$ cat config.mk
export PLATFORM = sky130hd
export DESIGN_NAME = sclx_top
export DESIGN_NICKNAME = d
export VERILOG_FILES = /design/src/hw/sclx_pkg.sv /design/src/hw/sclx_rx_line.sv /design/src/hw/sclx_top.sv
export SDC_FILE = /design/constraint.sdc
export NUM_CORES = 1
export LEC_CHECK = 0
export ABC_AREA = 1
export BUFFER_PORTS_ARGS = -buffer_cell sky130_fd_sc_hd__buf_2
export CAP_MARGIN = 20
export CORE_ASPECT_RATIO = 0.9
export CORE_UTILIZATION = 30
export CTS_CLUSTER_SIZE = 40
export DETAILED_ROUTE_END_ITERATION = 6
export PLACE_DENSITY = 0.61
export SLEW_MARGIN = 20
export SYNTH_ARGS = -nofsm -noshare
export SYNTH_HDL_FRONTEND = slang
export SYNTH_HIERARCHICAL = 1
export SYNTH_SLANG_ARGS = --single-unit
$ cat constraint.sdc
create_clock -name clk_i -period 2.42 [get_ports clk_i]
set_clock_uncertainty 0.1 [all_clocks]
set_input_delay 0.363 -clock clk_i [delete_from_list [all_inputs] [get_ports clk_i]]
set_output_delay 0.363 -clock clk_i [all_outputs]
set_load 0.005 [all_outputs]
$ cat src/hw/sclx_pkg.sv
package sclx_pkg;
   // register offsets on the plain register port
   localparam logic [1:0] SCLX_OFS_STATUS_TWO = 2'h0;
   localparam logic [1:0] SCLX_OFS_CONTROL_THREE = 2'h1;
   // serial_status_two field positions
   localparam int SCLX_S2_BRK_FLAG = 7;
   localparam int SCLX_S2_EDGE_FLAG = 6;
   localparam int SCLX_S2_RX_INV = 4;
   localparam int SCLX_S2_IDLE_SEL = 3;
   localparam int SCLX_S2_LONG_BRK = 2;
   localparam int SCLX_S2_BRK_DET_EN = 1;
   localparam int SCLX_S2_RX_ACTIVE = 0;
   // serial_control_three field positions
   localparam int SCLX_C3_RX_NINTH = 7;
   localparam int SCLX_C3_TX_NINTH = 6;
   localparam int SCLX_C3_TX_DIR = 5;
   localparam int SCLX_C3_TX_INV = 4;
   localparam int SCLX_C3_OR_IE = 3;
   localparam int SCLX_C3_NF_IE = 2;
   localparam int SCLX_C3_FE_IE = 1;
   localparam int SCLX_C3_PF_IE = 0;
   // reset values
   localparam logic [7:0] SCLX_RST_STATUS_TWO = 8'h00;
   localparam logic [7:0] SCLX_RST_CONTROL_THREE = 8'h00;
   // frame and break lengths in bit times, eight-bit mode except SCLX_FRAME_BITS_9
   localparam logic [3:0] SCLX_FRAME_BITS_8 = 4'ha;
   localparam logic [3:0] SCLX_FRAME_BITS_9 = 4'hb;
   localparam logic [3:0] SCLX_BRK_TX_SHORT = 4'ha;
   localparam logic [3:0] SCLX_BRK_TX_LONG = 4'hd;
   localparam logic [3:0] SCLX_BRK_DET_SHORT = 4'ha;
   localparam logic [3:0] SCLX_BRK_DET_LONG = 4'hb;
   // nine-bit mode lengthens every figure by this many bit times
   localparam logic [3:0] SCLX_NINTH_EXTRA = 4'h1;

   // receive line activity
   typedef enum logic {SCLX_LINE_IDLE, SCLX_LINE_BUSY} sclx_line_t;

   // picks a short or long length and adds the ninth-bit extension
   function automatic logic [3:0] sclx_len(input logic nine, input logic long_sel,
                                           input logic [3:0] short_len,
                                           input logic [3:0] long_len);
      logic [3:0] base;
      base = long_sel ? long_len : short_len;
      return nine ? base + SCLX_NINTH_EXTRA : base;
   endfunction
endpackage

$ cat src/hw/sclx_rx_line.sv
`timescale 1ns/1ns
// receive line conditioner: pin sync, source select, inversion, run counters
module sclx_rx_line import sclx_pkg::*; #(
   parameter int CNT_W = 4
) (
   input wire logic clk_i, // bus clock
   input wire logic rst_i, // async reset, active high
   input wire logic rx_pin_i, // receive pin, asynchronous
   input wire logic tx_pin_i, // transmit pin read back, asynchronous
   input wire logic tx_serial_i, // internal transmit serial stream
   input wire logic loop_mode_i, // loop operation
   input wire logic loop_src_i, // loop source from transmit pin
   input wire logic rx_invert_i, // invert receive input
   input wire logic nine_bit_i, // nine data bits per frame
   input wire logic bit_tick_i, // one pulse per bit time
   input wire logic [3:0] break_thresh_i, // low bit times that make a break
   output logic line_o, // conditioned line level
   output logic edge_o, // active edge pulse
   output logic break_o, // break threshold reached pulse
   output logic idle_o, // idle line seen after activity pulse
   output logic busy_o // receiver active level
);
   // counters must hold the longest threshold of twelve
   if (CNT_W < 4) begin : g_bad_width
      $error("sclx_rx_line: CNT_W must be at least 4");
   end

   logic [1:0] pin_meta; // first sync stage, read only by pin_sync
   logic [1:0] pin_sync; // synchronised {tx pin, rx pin}
   logic raw_line; // selected source before inversion
   logic line_q; // previous conditioned level
   logic [CNT_W-1:0] low_cnt; // consecutive low bit times
   logic [CNT_W-1:0] high_cnt; // consecutive high bit times while busy
   logic [3:0] frame_len; // bit times that make an idle character
   sclx_line_t state; // receiver activity

   // two-stage synchroniser; idle line is high so reset to ones
   always_ff @(posedge clk_i or posedge rst_i) begin
      if (rst_i) begin
         pin_meta <= 2'h3;
         pin_sync <= 2'h3;
      end else begin
         pin_meta <= {tx_pin_i, rx_pin_i};
         pin_sync <= pin_meta;
      end
   end

   // single-wire takes the transmit pin, plain loop the internal stream
   assign raw_line = loop_mode_i ? (loop_src_i ? pin_sync[1] : tx_serial_i) : pin_sync[0];
   // inversion sits ahead of every consumer of the line
   assign line_o = raw_line ^ rx_invert_i;
   assign frame_len = nine_bit_i ? SCLX_FRAME_BITS_9 : SCLX_FRAME_BITS_8;

   // edge history; a change of rx_invert_i can itself look like an edge
   always_ff @(posedge clk_i or posedge rst_i) begin
      if (rst_i) begin
         line_q <= 1'b1;
      end else begin
         line_q <= line_o;
      end
   end
   assign edge_o = line_q & ~line_o;

   // low run counter saturates so one long break reports once
   always_ff @(posedge clk_i or posedge rst_i) begin
      if (rst_i) begin
         low_cnt <= '0;
      end else if (bit_tick_i) begin
         if (line_o) begin
            low_cnt <= '0;
         end else if (low_cnt != '1) begin
            low_cnt <= low_cnt + 1'b1;
         end
      end
   end
   assign break_o = bit_tick_i & ~line_o & (low_cnt == CNT_W'(break_thresh_i - 4'h1));

   // activity state: start edge opens, a full idle character closes
   always_ff @(posedge clk_i or posedge rst_i) begin
      if (rst_i) begin
         state <= SCLX_LINE_IDLE;
      end else begin
         case (state)
            SCLX_LINE_IDLE: if (edge_o) state <= SCLX_LINE_BUSY;
            SCLX_LINE_BUSY: if (idle_o) state <= SCLX_LINE_IDLE;
            default: state <= SCLX_LINE_IDLE;
         endcase
      end
   end

   // high run counter, only meaningful while busy
   always_ff @(posedge clk_i or posedge rst_i) begin
      if (rst_i) begin
         high_cnt <= '0;
      end else if (state == SCLX_LINE_IDLE || (bit_tick_i && !line_o)) begin
         high_cnt <= '0;
      end else if (bit_tick_i && high_cnt != '1) begin
         high_cnt <= high_cnt + 1'b1;
      end
   end
   assign idle_o = (state == SCLX_LINE_BUSY) & bit_tick_i & line_o &
                   (high_cnt == CNT_W'(frame_len - 4'h1));
   assign busy_o = (state == SCLX_LINE_BUSY);
endmodule

$ cat src/hw/sclx_top.sv
// The placing of the registers and strobed register access were decided locally.
`timescale 1ns/1ns
module sclx_top import sclx_pkg::*; #(
   parameter int CNT_W = 4
) (
   input wire logic clk_i, // bus clock, 10 MHz
   input wire logic rst_i, // async reset, active high
   input wire logic [1:0] reg_addr_i, // register address
   input wire logic [7:0] reg_wdata_i, // register write data
   input wire logic reg_wr_i, // write strobe
   input wire logic reg_rd_i, // read strobe
   output logic [7:0] reg_rdata_o, // read data, cycle after read
   input wire logic rx_pin_i, // receive pin
   input wire logic tx_pin_i, // transmit pin level read back
   output logic tx_pin_o, // transmit pin drive value
   output logic tx_pin_oe_o, // transmit pin drive enable
   input wire logic bit_tick_i, // one pulse per bit time
   input wire logic nine_bit_mode_i, // nine data bits per frame
   input wire logic loop_mode_i, // loop operation
   input wire logic loop_source_select_i, // loop source is the transmit pin
   input wire logic receiver_standby_i, // receiver in standby
   input wire logic tx_serial_i, // transmit shifter output, true polarity
   input wire logic [7:0] tx_data_i, // byte written to the data register
   input wire logic tx_data_wr_i, // data register write pulse
   output logic [8:0] tx_word_o, // word handed to the transmit shifter
   output logic [3:0] break_len_o, // transmit break length, bit times
   output logic [3:0] frame_bits_o, // frame length, bit times
   input wire logic rx_char_done_i, // receive shifter finished a character
   input wire logic rx_stop_err_i, // that character had a low stop bit
   input wire logic rx_bit8_i, // ninth bit of that character
   output logic rx_line_o, // conditioned receive level for the shifter
   output logic rx_full_set_o, // pulse: set the receive full flag
   output logic framing_set_o, // pulse: set the framing error flag
   output logic idle_set_o, // pulse: set the idle flag
   input wire logic overrun_flag_i, // primary overrun flag
   input wire logic noise_flag_i, // primary noise flag
   input wire logic framing_error_flag_i, // primary framing error flag
   input wire logic parity_error_flag_i, // primary parity error flag
   output logic err_irq_o // error interrupt request, level
);
   logic brk_flag; // break_detect_flag
   logic edge_flag; // rx_edge_flag
   logic rx_invert; // rx_polarity_invert
   logic idle_sel; // standby_idle_flag_select
   logic long_brk_sel; // long_break_select
   logic brk_det_en; // long_break_detect_enable
   logic rx_ninth; // rx_ninth_bit
   logic tx_ninth; // tx_ninth_bit
   logic tx_dir; // single_wire_direction
   logic tx_invert; // tx_polarity_invert
   logic [3:0] irq_en; // {overrun, noise, framing, parity} enables
   logic wr_s2; // write to serial_status_two
   logic wr_c3; // write to serial_control_three
   logic [7:0] status_two; // assembled status view
   logic [7:0] control_three; // assembled control view
   logic [3:0] brk_thresh; // break detection threshold
   logic line_level; // conditioned receive level
   logic line_edge; // active edge pulse
   logic line_break; // break threshold pulse
   logic line_idle; // idle line pulse
   logic rx_busy; // receiver active level
   logic single_wire; // single-wire half-duplex configuration
   logic char_accept; // character allowed to reach the buffer

   assign wr_s2 = reg_wr_i && (reg_addr_i == SCLX_OFS_STATUS_TWO);
   assign wr_c3 = reg_wr_i && (reg_addr_i == SCLX_OFS_CONTROL_THREE);

   // line conditioning, run counters and receiver activity
   sclx_rx_line #(
      .CNT_W(CNT_W)
   ) u_line (
      .clk_i(clk_i),
      .rst_i(rst_i),
      .rx_pin_i(rx_pin_i),
      .tx_pin_i(tx_pin_i),
      .tx_serial_i(tx_serial_i),
      .loop_mode_i(loop_mode_i),
      .loop_src_i(loop_source_select_i),
      .rx_invert_i(rx_invert),
      .nine_bit_i(nine_bit_mode_i),
      .bit_tick_i(bit_tick_i),
      .break_thresh_i(brk_thresh),
      .line_o(line_level),
      .edge_o(line_edge),
      .break_o(line_break),
      .idle_o(line_idle),
      .busy_o(rx_busy)
   );

   // threshold grows by one bit time when detection is enabled
   assign brk_thresh = sclx_len(nine_bit_mode_i, brk_det_en,
                                SCLX_BRK_DET_SHORT, SCLX_BRK_DET_LONG);

   // control fields of serial_status_two, software owned
   always_ff @(posedge clk_i or posedge rst_i) begin
      if (rst_i) begin
         rx_invert <= SCLX_RST_STATUS_TWO[SCLX_S2_RX_INV];
         idle_sel <= SCLX_RST_STATUS_TWO[SCLX_S2_IDLE_SEL];
         long_brk_sel <= SCLX_RST_STATUS_TWO[SCLX_S2_LONG_BRK];
         brk_det_en <= SCLX_RST_STATUS_TWO[SCLX_S2_BRK_DET_EN];
      end else if (wr_s2) begin
         rx_invert <= reg_wdata_i[SCLX_S2_RX_INV];
         idle_sel <= reg_wdata_i[SCLX_S2_IDLE_SEL];
         long_brk_sel <= reg_wdata_i[SCLX_S2_LONG_BRK];
         brk_det_en <= reg_wdata_i[SCLX_S2_BRK_DET_EN];
      end
   end

   // break flag: a new break wins over a write-one in the same cycle
   always_ff @(posedge clk_i or posedge rst_i) begin
      if (rst_i) begin
         brk_flag <= SCLX_RST_STATUS_TWO[SCLX_S2_BRK_FLAG];
      end else if (line_break && brk_det_en) begin
         brk_flag <= 1'b1;
      end else if (wr_s2 && reg_wdata_i[SCLX_S2_BRK_FLAG]) begin
         brk_flag <= 1'b0;
      end
   end

   // edge flag: same set-over-clear priority
   always_ff @(posedge clk_i or posedge rst_i) begin
      if (rst_i) begin
         edge_flag <= SCLX_RST_STATUS_TWO[SCLX_S2_EDGE_FLAG];
      end else if (line_edge) begin
         edge_flag <= 1'b1;
      end else if (wr_s2 && reg_wdata_i[SCLX_S2_EDGE_FLAG]) begin
         edge_flag <= 1'b0;
      end
   end

   // writable fields of serial_control_three; the ninth receive bit is not among them
   always_ff @(posedge clk_i or posedge rst_i) begin
      if (rst_i) begin
         tx_ninth <= SCLX_RST_CONTROL_THREE[SCLX_C3_TX_NINTH];
         tx_dir <= SCLX_RST_CONTROL_THREE[SCLX_C3_TX_DIR];
         tx_invert <= SCLX_RST_CONTROL_THREE[SCLX_C3_TX_INV];
         irq_en <= SCLX_RST_CONTROL_THREE[SCLX_C3_OR_IE:SCLX_C3_PF_IE];
      end else if (wr_c3) begin
         tx_ninth <= reg_wdata_i[SCLX_C3_TX_NINTH];
         tx_dir <= reg_wdata_i[SCLX_C3_TX_DIR];
         tx_invert <= reg_wdata_i[SCLX_C3_TX_INV];
         irq_en <= reg_wdata_i[SCLX_C3_OR_IE:SCLX_C3_PF_IE];
      end
   end

   // while break detection is on, no character reaches the buffer
   assign char_accept = rx_char_done_i && !brk_det_en;

   // ninth receive bit moves only with a buffered character
   always_ff @(posedge clk_i or posedge rst_i) begin
      if (rst_i) begin
         rx_ninth <= SCLX_RST_CONTROL_THREE[SCLX_C3_RX_NINTH];
      end else if (char_accept && nine_bit_mode_i) begin
         rx_ninth <= rx_bit8_i;
      end
   end

   // receive flag requests to the primary status logic
   always_ff @(posedge clk_i or posedge rst_i) begin
      if (rst_i) begin
         rx_full_set_o <= 1'b0;
         framing_set_o <= 1'b0;
      end else begin
         rx_full_set_o <= char_accept;
         // long break select plays no part in framing decisions
         framing_set_o <= char_accept && rx_stop_err_i;
      end
   end

   // idle pulse is withheld in standby unless software asked for it
   always_ff @(posedge clk_i or posedge rst_i) begin
      if (rst_i) begin
         idle_set_o <= 1'b0;
      end else begin
         idle_set_o <= line_idle && (!receiver_standby_i || idle_sel);
      end
   end

   // transmit word latched on the data write; the ninth bit is held, not consumed
   always_ff @(posedge clk_i or posedge rst_i) begin
      if (rst_i) begin
         tx_word_o <= 9'h000;
      end else if (tx_data_wr_i) begin
         tx_word_o <= {nine_bit_mode_i & tx_ninth, tx_data_i};
      end
   end

   // frame geometry for the shifters
   always_ff @(posedge clk_i or posedge rst_i) begin
      if (rst_i) begin
         break_len_o <= SCLX_BRK_TX_SHORT;
         frame_bits_o <= SCLX_FRAME_BITS_8;
      end else begin
         break_len_o <= sclx_len(nine_bit_mode_i, long_brk_sel,
                                 SCLX_BRK_TX_SHORT, SCLX_BRK_TX_LONG);
         frame_bits_o <= nine_bit_mode_i ? SCLX_FRAME_BITS_9 : SCLX_FRAME_BITS_8;
      end
   end

   // transmit pin; registered, so it trails the shifter by one bus clock
   assign single_wire = loop_mode_i && loop_source_select_i;
   always_ff @(posedge clk_i or posedge rst_i) begin
      if (rst_i) begin
         tx_pin_o <= 1'b1;
         tx_pin_oe_o <= 1'b1;
         rx_line_o <= 1'b1;
      end else begin
         tx_pin_o <= tx_serial_i ^ tx_invert;
         tx_pin_oe_o <= single_wire ? tx_dir : 1'b1;
         rx_line_o <= line_level;
      end
   end

   // error interrupt request from the four enabled flags
   always_ff @(posedge clk_i or posedge rst_i) begin
      if (rst_i) begin
         err_irq_o <= 1'b0;
      end else begin
         err_irq_o <= (overrun_flag_i && irq_en[SCLX_C3_OR_IE]) ||
                      (noise_flag_i && irq_en[SCLX_C3_NF_IE]) ||
                      (framing_error_flag_i && irq_en[SCLX_C3_FE_IE]) ||
                      (parity_error_flag_i && irq_en[SCLX_C3_PF_IE]);
      end
   end

   // read views; bit 5 of the status register is unused and reads zero
   assign status_two = {brk_flag, edge_flag, 1'b0, rx_invert, idle_sel,
                        long_brk_sel, brk_det_en, rx_busy};
   assign control_three = {rx_ninth, tx_ninth, tx_dir, tx_invert, irq_en};

   // read data live for exactly one cycle after the strobe
   always_ff @(posedge clk_i or posedge rst_i) begin
      if (rst_i) begin
         reg_rdata_o <= 8'h00;
      end else if (reg_rd_i && reg_addr_i == SCLX_OFS_STATUS_TWO) begin
         reg_rdata_o <= status_two;
      end else if (reg_rd_i && reg_addr_i == SCLX_OFS_CONTROL_THREE) begin
         reg_rdata_o <= control_three;
      end else begin
         reg_rdata_o <= 8'h00;
      end
   end

   // write-one strobes for the two sticky flags
   logic brk_w1c; // write of one to the break flag
   logic edge_w1c; // write of one to the edge flag
   assign brk_w1c = wr_s2 && reg_wdata_i[SCLX_S2_BRK_FLAG];
   assign edge_w1c = wr_s2 && reg_wdata_i[SCLX_S2_EDGE_FLAG];
endmodule

## Word-level counts from Yosys, hierarchy flattened

Index checks and enable logic that the tools add are counted.

- Add/subtract/negate cells: 6
- Shift-type cells: 0
- $lt $le $gt $ge: 0
- Reduce and logical (&&, ||, !) cells: 32
- Eq/ne operators: 5
- $mul: 0
- Bitwise gates (word level): 11
- Muxes and demuxes: 21
- Divide/modulo/power cells: 0

Operators by type and width:

| cell | count |
|---|---|
| 2-to-1 mux 4 bit | 6 |
| logical AND 1 bit | 18 |
| adder 4 x 1 -> 4 bit (second input constant) | 4 |
| 2-to-1 mux 8 bit | 2 |
| 2-to-1 mux 1 bit | 11 |
| equality test 4 bit | 2 |
| != test 4 bit (second input constant) | 2 |
| nonzero test 2 bit | 4 |
| subtractor 4 x 1 -> 4 bit (second input constant) | 2 |
| bitwise AND 1 bit | 7 |
| logical OR 1 bit | 5 |
| zero test 1 bit | 3 |
| 2-to-1 mux 3 bit | 1 |
| equality test 2 x 1 -> 1 bit (second input constant) | 1 |
| zero test 2 bit | 1 |
| inverter 1 bit | 2 |
| one-hot mux 1 bit (2 select lines) | 1 |
| AND reduction 2 bit | 1 |
| bitwise XOR 1 bit | 2 |

- Memories kept: 0
- Input port bits: 38
- Bits in writable memories: 0
- Bits in latches: 0
- Output and inout bits: 32
- Logic and storage cells: 102
- Bits in read-only memories: 0
- Bits in registers: 59

## Logic depth before layout (Yosys ltp)

- Word-level depth: 8
- Gate-level depth with buffers: 11
- Depth with buffers taken out: 11

## Cells and area by module

Netlist, hierarchy kept.

By module, submodules not included:

| module | instances | seq. area each (um^2) | area each (um^2) | cells an instance |
|---|---|---|---|---|
| sclx_top | 1 | 1056.0 | 1716.6 | 169 |
| sclx_rx_line | 1 | 356.6 | 865.8 | 105 |

## Worst setup path before layout

Ideal clock, no wire load.

- Path type: register to register
- From: register brk_det_en
- To: register brk_flag
- Arrival: 1.594 ns
- Path buffers: 0
- Slack: 0.609 ns
- Required time: 2.204 ns
- Library setup time: 0.116 ns
- Period minus slack after synthesis: 1.811 ns
- Stages on the path, launching flop included: 11
- Cells stage by stage: dfrtp_1 > ha_1 > inv_1 > ha_1 > xnor2_1 > nor2_1 > and2_1 > nand3b_1 > nor2_1 > nand2_1 > nand2_1

- Word-level cells in the longest chain between the ends: 8
- Elaborated cells between the ends (all ways): 9
- Those cells by class: add/sub: 2; eq/ne: 1; mux: 3; bitwise: 1; reduce/logical: 2

RTL lines:

| element | RTL line | RTL |
|---|---|---|
| start: declaration | sclx_top.sv:46 | `logic brk_det_en;` |
| start signal: assignment | sclx_top.sv:100 | `brk_det_en <= SCLX_RST_STATUS_TWO[SCLX_S2_BRK_DET_EN];` |
| start signal: assignment | sclx_top.sv:105 | `brk_det_en <= reg_wdata_i[SCLX_S2_BRK_DET_EN];` |
| 2-to-1 mux 1 bit * | sclx_pkg.sv:43 | `base = long_sel ? long_len : short_len;` |
| adder 4 x 1 -> 4 bit | sclx_pkg.sv:44 | `return nine ? base + SCLX_NINTH_EXTRA : base;` |
| 2-to-1 mux 4 bit * | sclx_pkg.sv:44 |  |
| named net brk_thresh[0] | sclx_top.sv:56 | `logic [3:0] brk_thresh;` |
| subtractor 4 x 1 -> 4 bit * | sclx_rx_line.sv:76 | `assign break_o = bit_tick_i & ~line_o & (low_cnt == CNT_W'(break_thresh_i - 4'h1));` |
| equality test 4 bit * | sclx_rx_line.sv:76 |  |
| bitwise AND 1 bit * | sclx_rx_line.sv:76 |  |
| named net line_break | sclx_top.sv:59 | `logic line_break;` |
| logical AND 1 bit * | sclx_top.sv:113 | `end else if (line_break && brk_det_en) begin` |
| 2-to-1 mux 1 bit or nonzero test 2 bit (tied branches) | -- |  |
| end signal: assignment | sclx_top.sv:112 | `brk_flag <= SCLX_RST_STATUS_TWO[SCLX_S2_BRK_FLAG];` |
| end: declaration | sclx_top.sv:41 | `logic brk_flag;` |

Mark *: on every way through the listed nets, which the timed path passes. The rest lies on a longest branch.
A chain may end at the register's enable or synchronous reset.

## Worst setup path in the final report

Same ends and word-level chain as after synthesis.

==> impl_metrics.yaml <==
routing:
  ant_nets: 0
  viasPerCell: 4.222
  wl_per_cell_microns: 11.22
  route.vias.total: 1938
  totalWireLength_microns: 5148
  drc: 0
  dr.pass1.iters: 4
  drtIter0Drc: 59
sta:
  tns_ps: 0
  clock.fmax_ghz: 0.4982
  fin_crit_ps: 2007
  tightest_slew_ps: 534.9
  grt_setup_unrepaired: "false"
  period_share: 0.8294
  hold_slack_ps: 41.90
  setup_viol: 0
  layout_setup_ws_ps: 412.8
  slew_headroom: 0.6430
  finalHoldViolCount: 0
  final-max-slew-violation-count: 0
critical_path:
  path_max_fanout: 7
  crit_slowest_cell: "dfrtp_1"
  cp_num_cells: 10
  cp-end-kind: "flip-flop"
  crit_family: "adder cells"
  start_kind: "flip-flop"
  rr_worst_depth: 10
  worstSetupPathType: "reg2reg"
  path_buf_inv: 1
  critPathMaxStageDelay_ps: 460
  path_cells: "ha_1, inv_1, ha_1, xnor2_1, nor2_1, and2_1, nand3b_1, nor2_1, nand2_1, nand2_1"
  cp.required_ps: 2580
  arrival_ps: 2160
run_status:
  status: "finished clean"
cells_and_area:
  drive_above_1_share: 0.3081
  final.fill_count: 856
  nNetsFinal: 387
  diodes: 0
  area_delta_synth_final_pct: 20.40
  fin_area_sq_um: 3109
worst_hold_path:
  hold_class: "in2reg"
  hold-path-cell-count: 1
cts:
  cts_tree: "built"
  root_buffer: "clkbuf_8"
  clk_path_buf_depth: 2
  cts.sinks: 56
  cts_made_buffers: 5
  h-tree-depth: 2
  path_clk_slew_ps: 100
  clk_latency_ps: 310
floorplan:
  rows: 31
  dieArea_sq_um: 8984
  io_pins: 70
  chipHeight_microns: 90.02
  die_x_microns: 99.80
  fp.coreArea_sq_um: 8184
  start_util: 0.3155
global_routing:
  grt_pass1_vias: 1911
  overflow: 0
  grt_pass1_wl_microns: 8480
  grt_max_degree: 23
  grtUsageTotal: 0.1209
  antenna_found_initial: 0
synthesis:
  synth_edf_count: 0
  synthesis.area_sq_um: 2582
  synth_commonest_cells: "nand2_1 (54), inv_1 (53), dfrtp_1 (47)"
  synthArstFlopShare: 1.000
  synth.avg_cell_area_sq_um: 9.425
  yosysWarningCount: 6
  yosysTopAreaCell: "dfrtp_1"
  ys_ff_latch: 56
  yosys-top-cells-area: "dfrtp_1 (46%), dfstp_2 (9.2%), nand2_1 (7.8%)"
  synthFlopType: "dfrtp_1"
  synth_cell_type_count: 30
  post-synth-top-area-fraction: 0.4554
  ys_seq_area_frac: 0.5470
  synthCells: 274
  synth_most_common_cell: "nand2_1"
pwr:
  power.leakage_nw: 1.649
  ir_worst_vdd_mv: 0.2425
  powerDensity_nw_per_um2: 677.5
flow_run:
  drv_cap: 0
placement:
  routabilityCongestion: 0.7577
  buffer_ports.inserted: 65
  place_area_sq_um: 3014
  dpl_worst_slack_ps: 328.6
  place.detailed.hpwl_microns: 3998
==> cells in the final DEF (no fill, tap or decap), drive strengths merged <==
cell type / Yosys / routed
buf: 8 / 67
nand2: 58 / 58
inv: 53 / 52
dfrtp: 47 / 47
o21ai: 29 / 29
nand3: 23 / 23
nor2: 12 / 12
dfstp: 9 / 9
xor2: 7 / 7
clkbuf: 1 / 7
nand4: 6 / 6
ha: 6 / 6
conb: 2 / 5
xnor2: 4 / 4
nor3: 2 / 2
a21oi: 2 / 2
clkinv: 0 / 2
and3: 1 / 1
a21boi: 1 / 1
dlygate4sd3: 0 / 1
or2: 1 / 1
and2: 1 / 1
nand3b: 1 / 1
==> where the power goes <==
part | internal [mW] | switching, mW | total, mW
combinational | 0.194 | 0.251 | 0.446
sequential | 1.07 | 0.0887 | 1.16
clock | 0.208 | 0.292 | 0.500
total | 1.47 | 0.632 | 2.11
==> per-layer routing <==
metal,global-route usage,vias to the layer above,share of wire
met1,0.1477,891,0.47
met5,0,-,0
met4,0.06127,0,0.023
met2,0.1937,63,0.45
li1,-,973,-
met3,0.03421,11,0.054
==> area by class of cell <==
cell class | instances | area, sq um | area share
Tap cell | 115 | 143.9 | 0.04628
Multi-Input combinational cell | 159 | 918.4 | 0.2954
Timing Repair Buffer | 68 | 350.3 | 0.1127
Sequential cell | 56 | 1413 | 0.4543
Clock buffer | 7 | 76.32 | 0.02455
Clock inverter | 1 | 8.758 | 0.002817
Inverter | 53 | 198.9 | 0.06398
==> stage by stage <==
step	std cells	util	power, mW
after detailed placement	450	0.3683	1.631
final	459	0.3799	2.106
after global placement	450	0.3683	1.610
after global routing	459	0.3799	2.260
after CTS	459	0.3799	2.141
after floorplan	277	-	1.471
==> state kept, by name, indices dropped and copies added (netlist names), 2 cells and up <==
name             cells
tx_word_o            9
u_line/pin_sync      2
u_line/low_cnt       4
break_len_o          3
reg_rdata_o          8
u_line/high_cnt      4
u_line/pin_meta      2
irq_en               4
==> final timing paths <==
check / endpoint / from / slack (ps)
worst max register to register: brk_flag$_DFFE_PP0P_ / brk_det_en$_DFFE_PP0N_ / 410
max in group asynchronous: u_line/line_q$_DFF_PP1_ / rst_i / 1310
min in group asynchronous: tx_invert$_DFFE_PP0P_ / rst_i / 530
worst min-delay path: u_line/pin_meta[1]$_DFF_PP1_ / tx_pin_i / 40
worst min register to register: u_line/pin_sync[1]$_DFF_PP1_ / u_line/pin_meta[1]$_DFF_PP1_ / 260
worst max-delay path: brk_flag$_DFFE_PP0P_ / brk_det_en$_DFFE_PP0N_ / 410
==> worst register-to-register path: cells and delay by family (launching register included) <==
family / cells / cell delay [ps]
and+or+nand+nor: 6 / 550
xor gates and xnor gates: 1 / 130
DFF: 1 / 460
adders and majority gates: 2 / 660
buffers and inverters: 1 / 60
==> what timing repair did <==
action	CTS	global route
hold buffers	1	0
resized for setup	0	0
endpoints found under the setup margin	0	0
setup buffers	0	0
hold endpoints to repair	17	0
==> kinds of logic (layout without fill, tap and decap cells) <==
| family | count (synthesis) | count (layout) | synth area share |
|---|---|---|---|
| and+or+nand+nor | 105 | 105 | 0.2059 |
| buffers and inverters | 62 | 129 | 0.1017 |
| DFF | 56 | 56 | 0.5470 |
| AOI/OAI and AO/OA | 32 | 32 | 0.07607 |
| xor gates and xnor gates | 11 | 11 | 0.03731 |
| adders and majority gates | 6 | 6 | 0.02907 |
| other | 2 | 5 | 0.002908 |
Note: power is estimated with default switching activity, not from simulation.
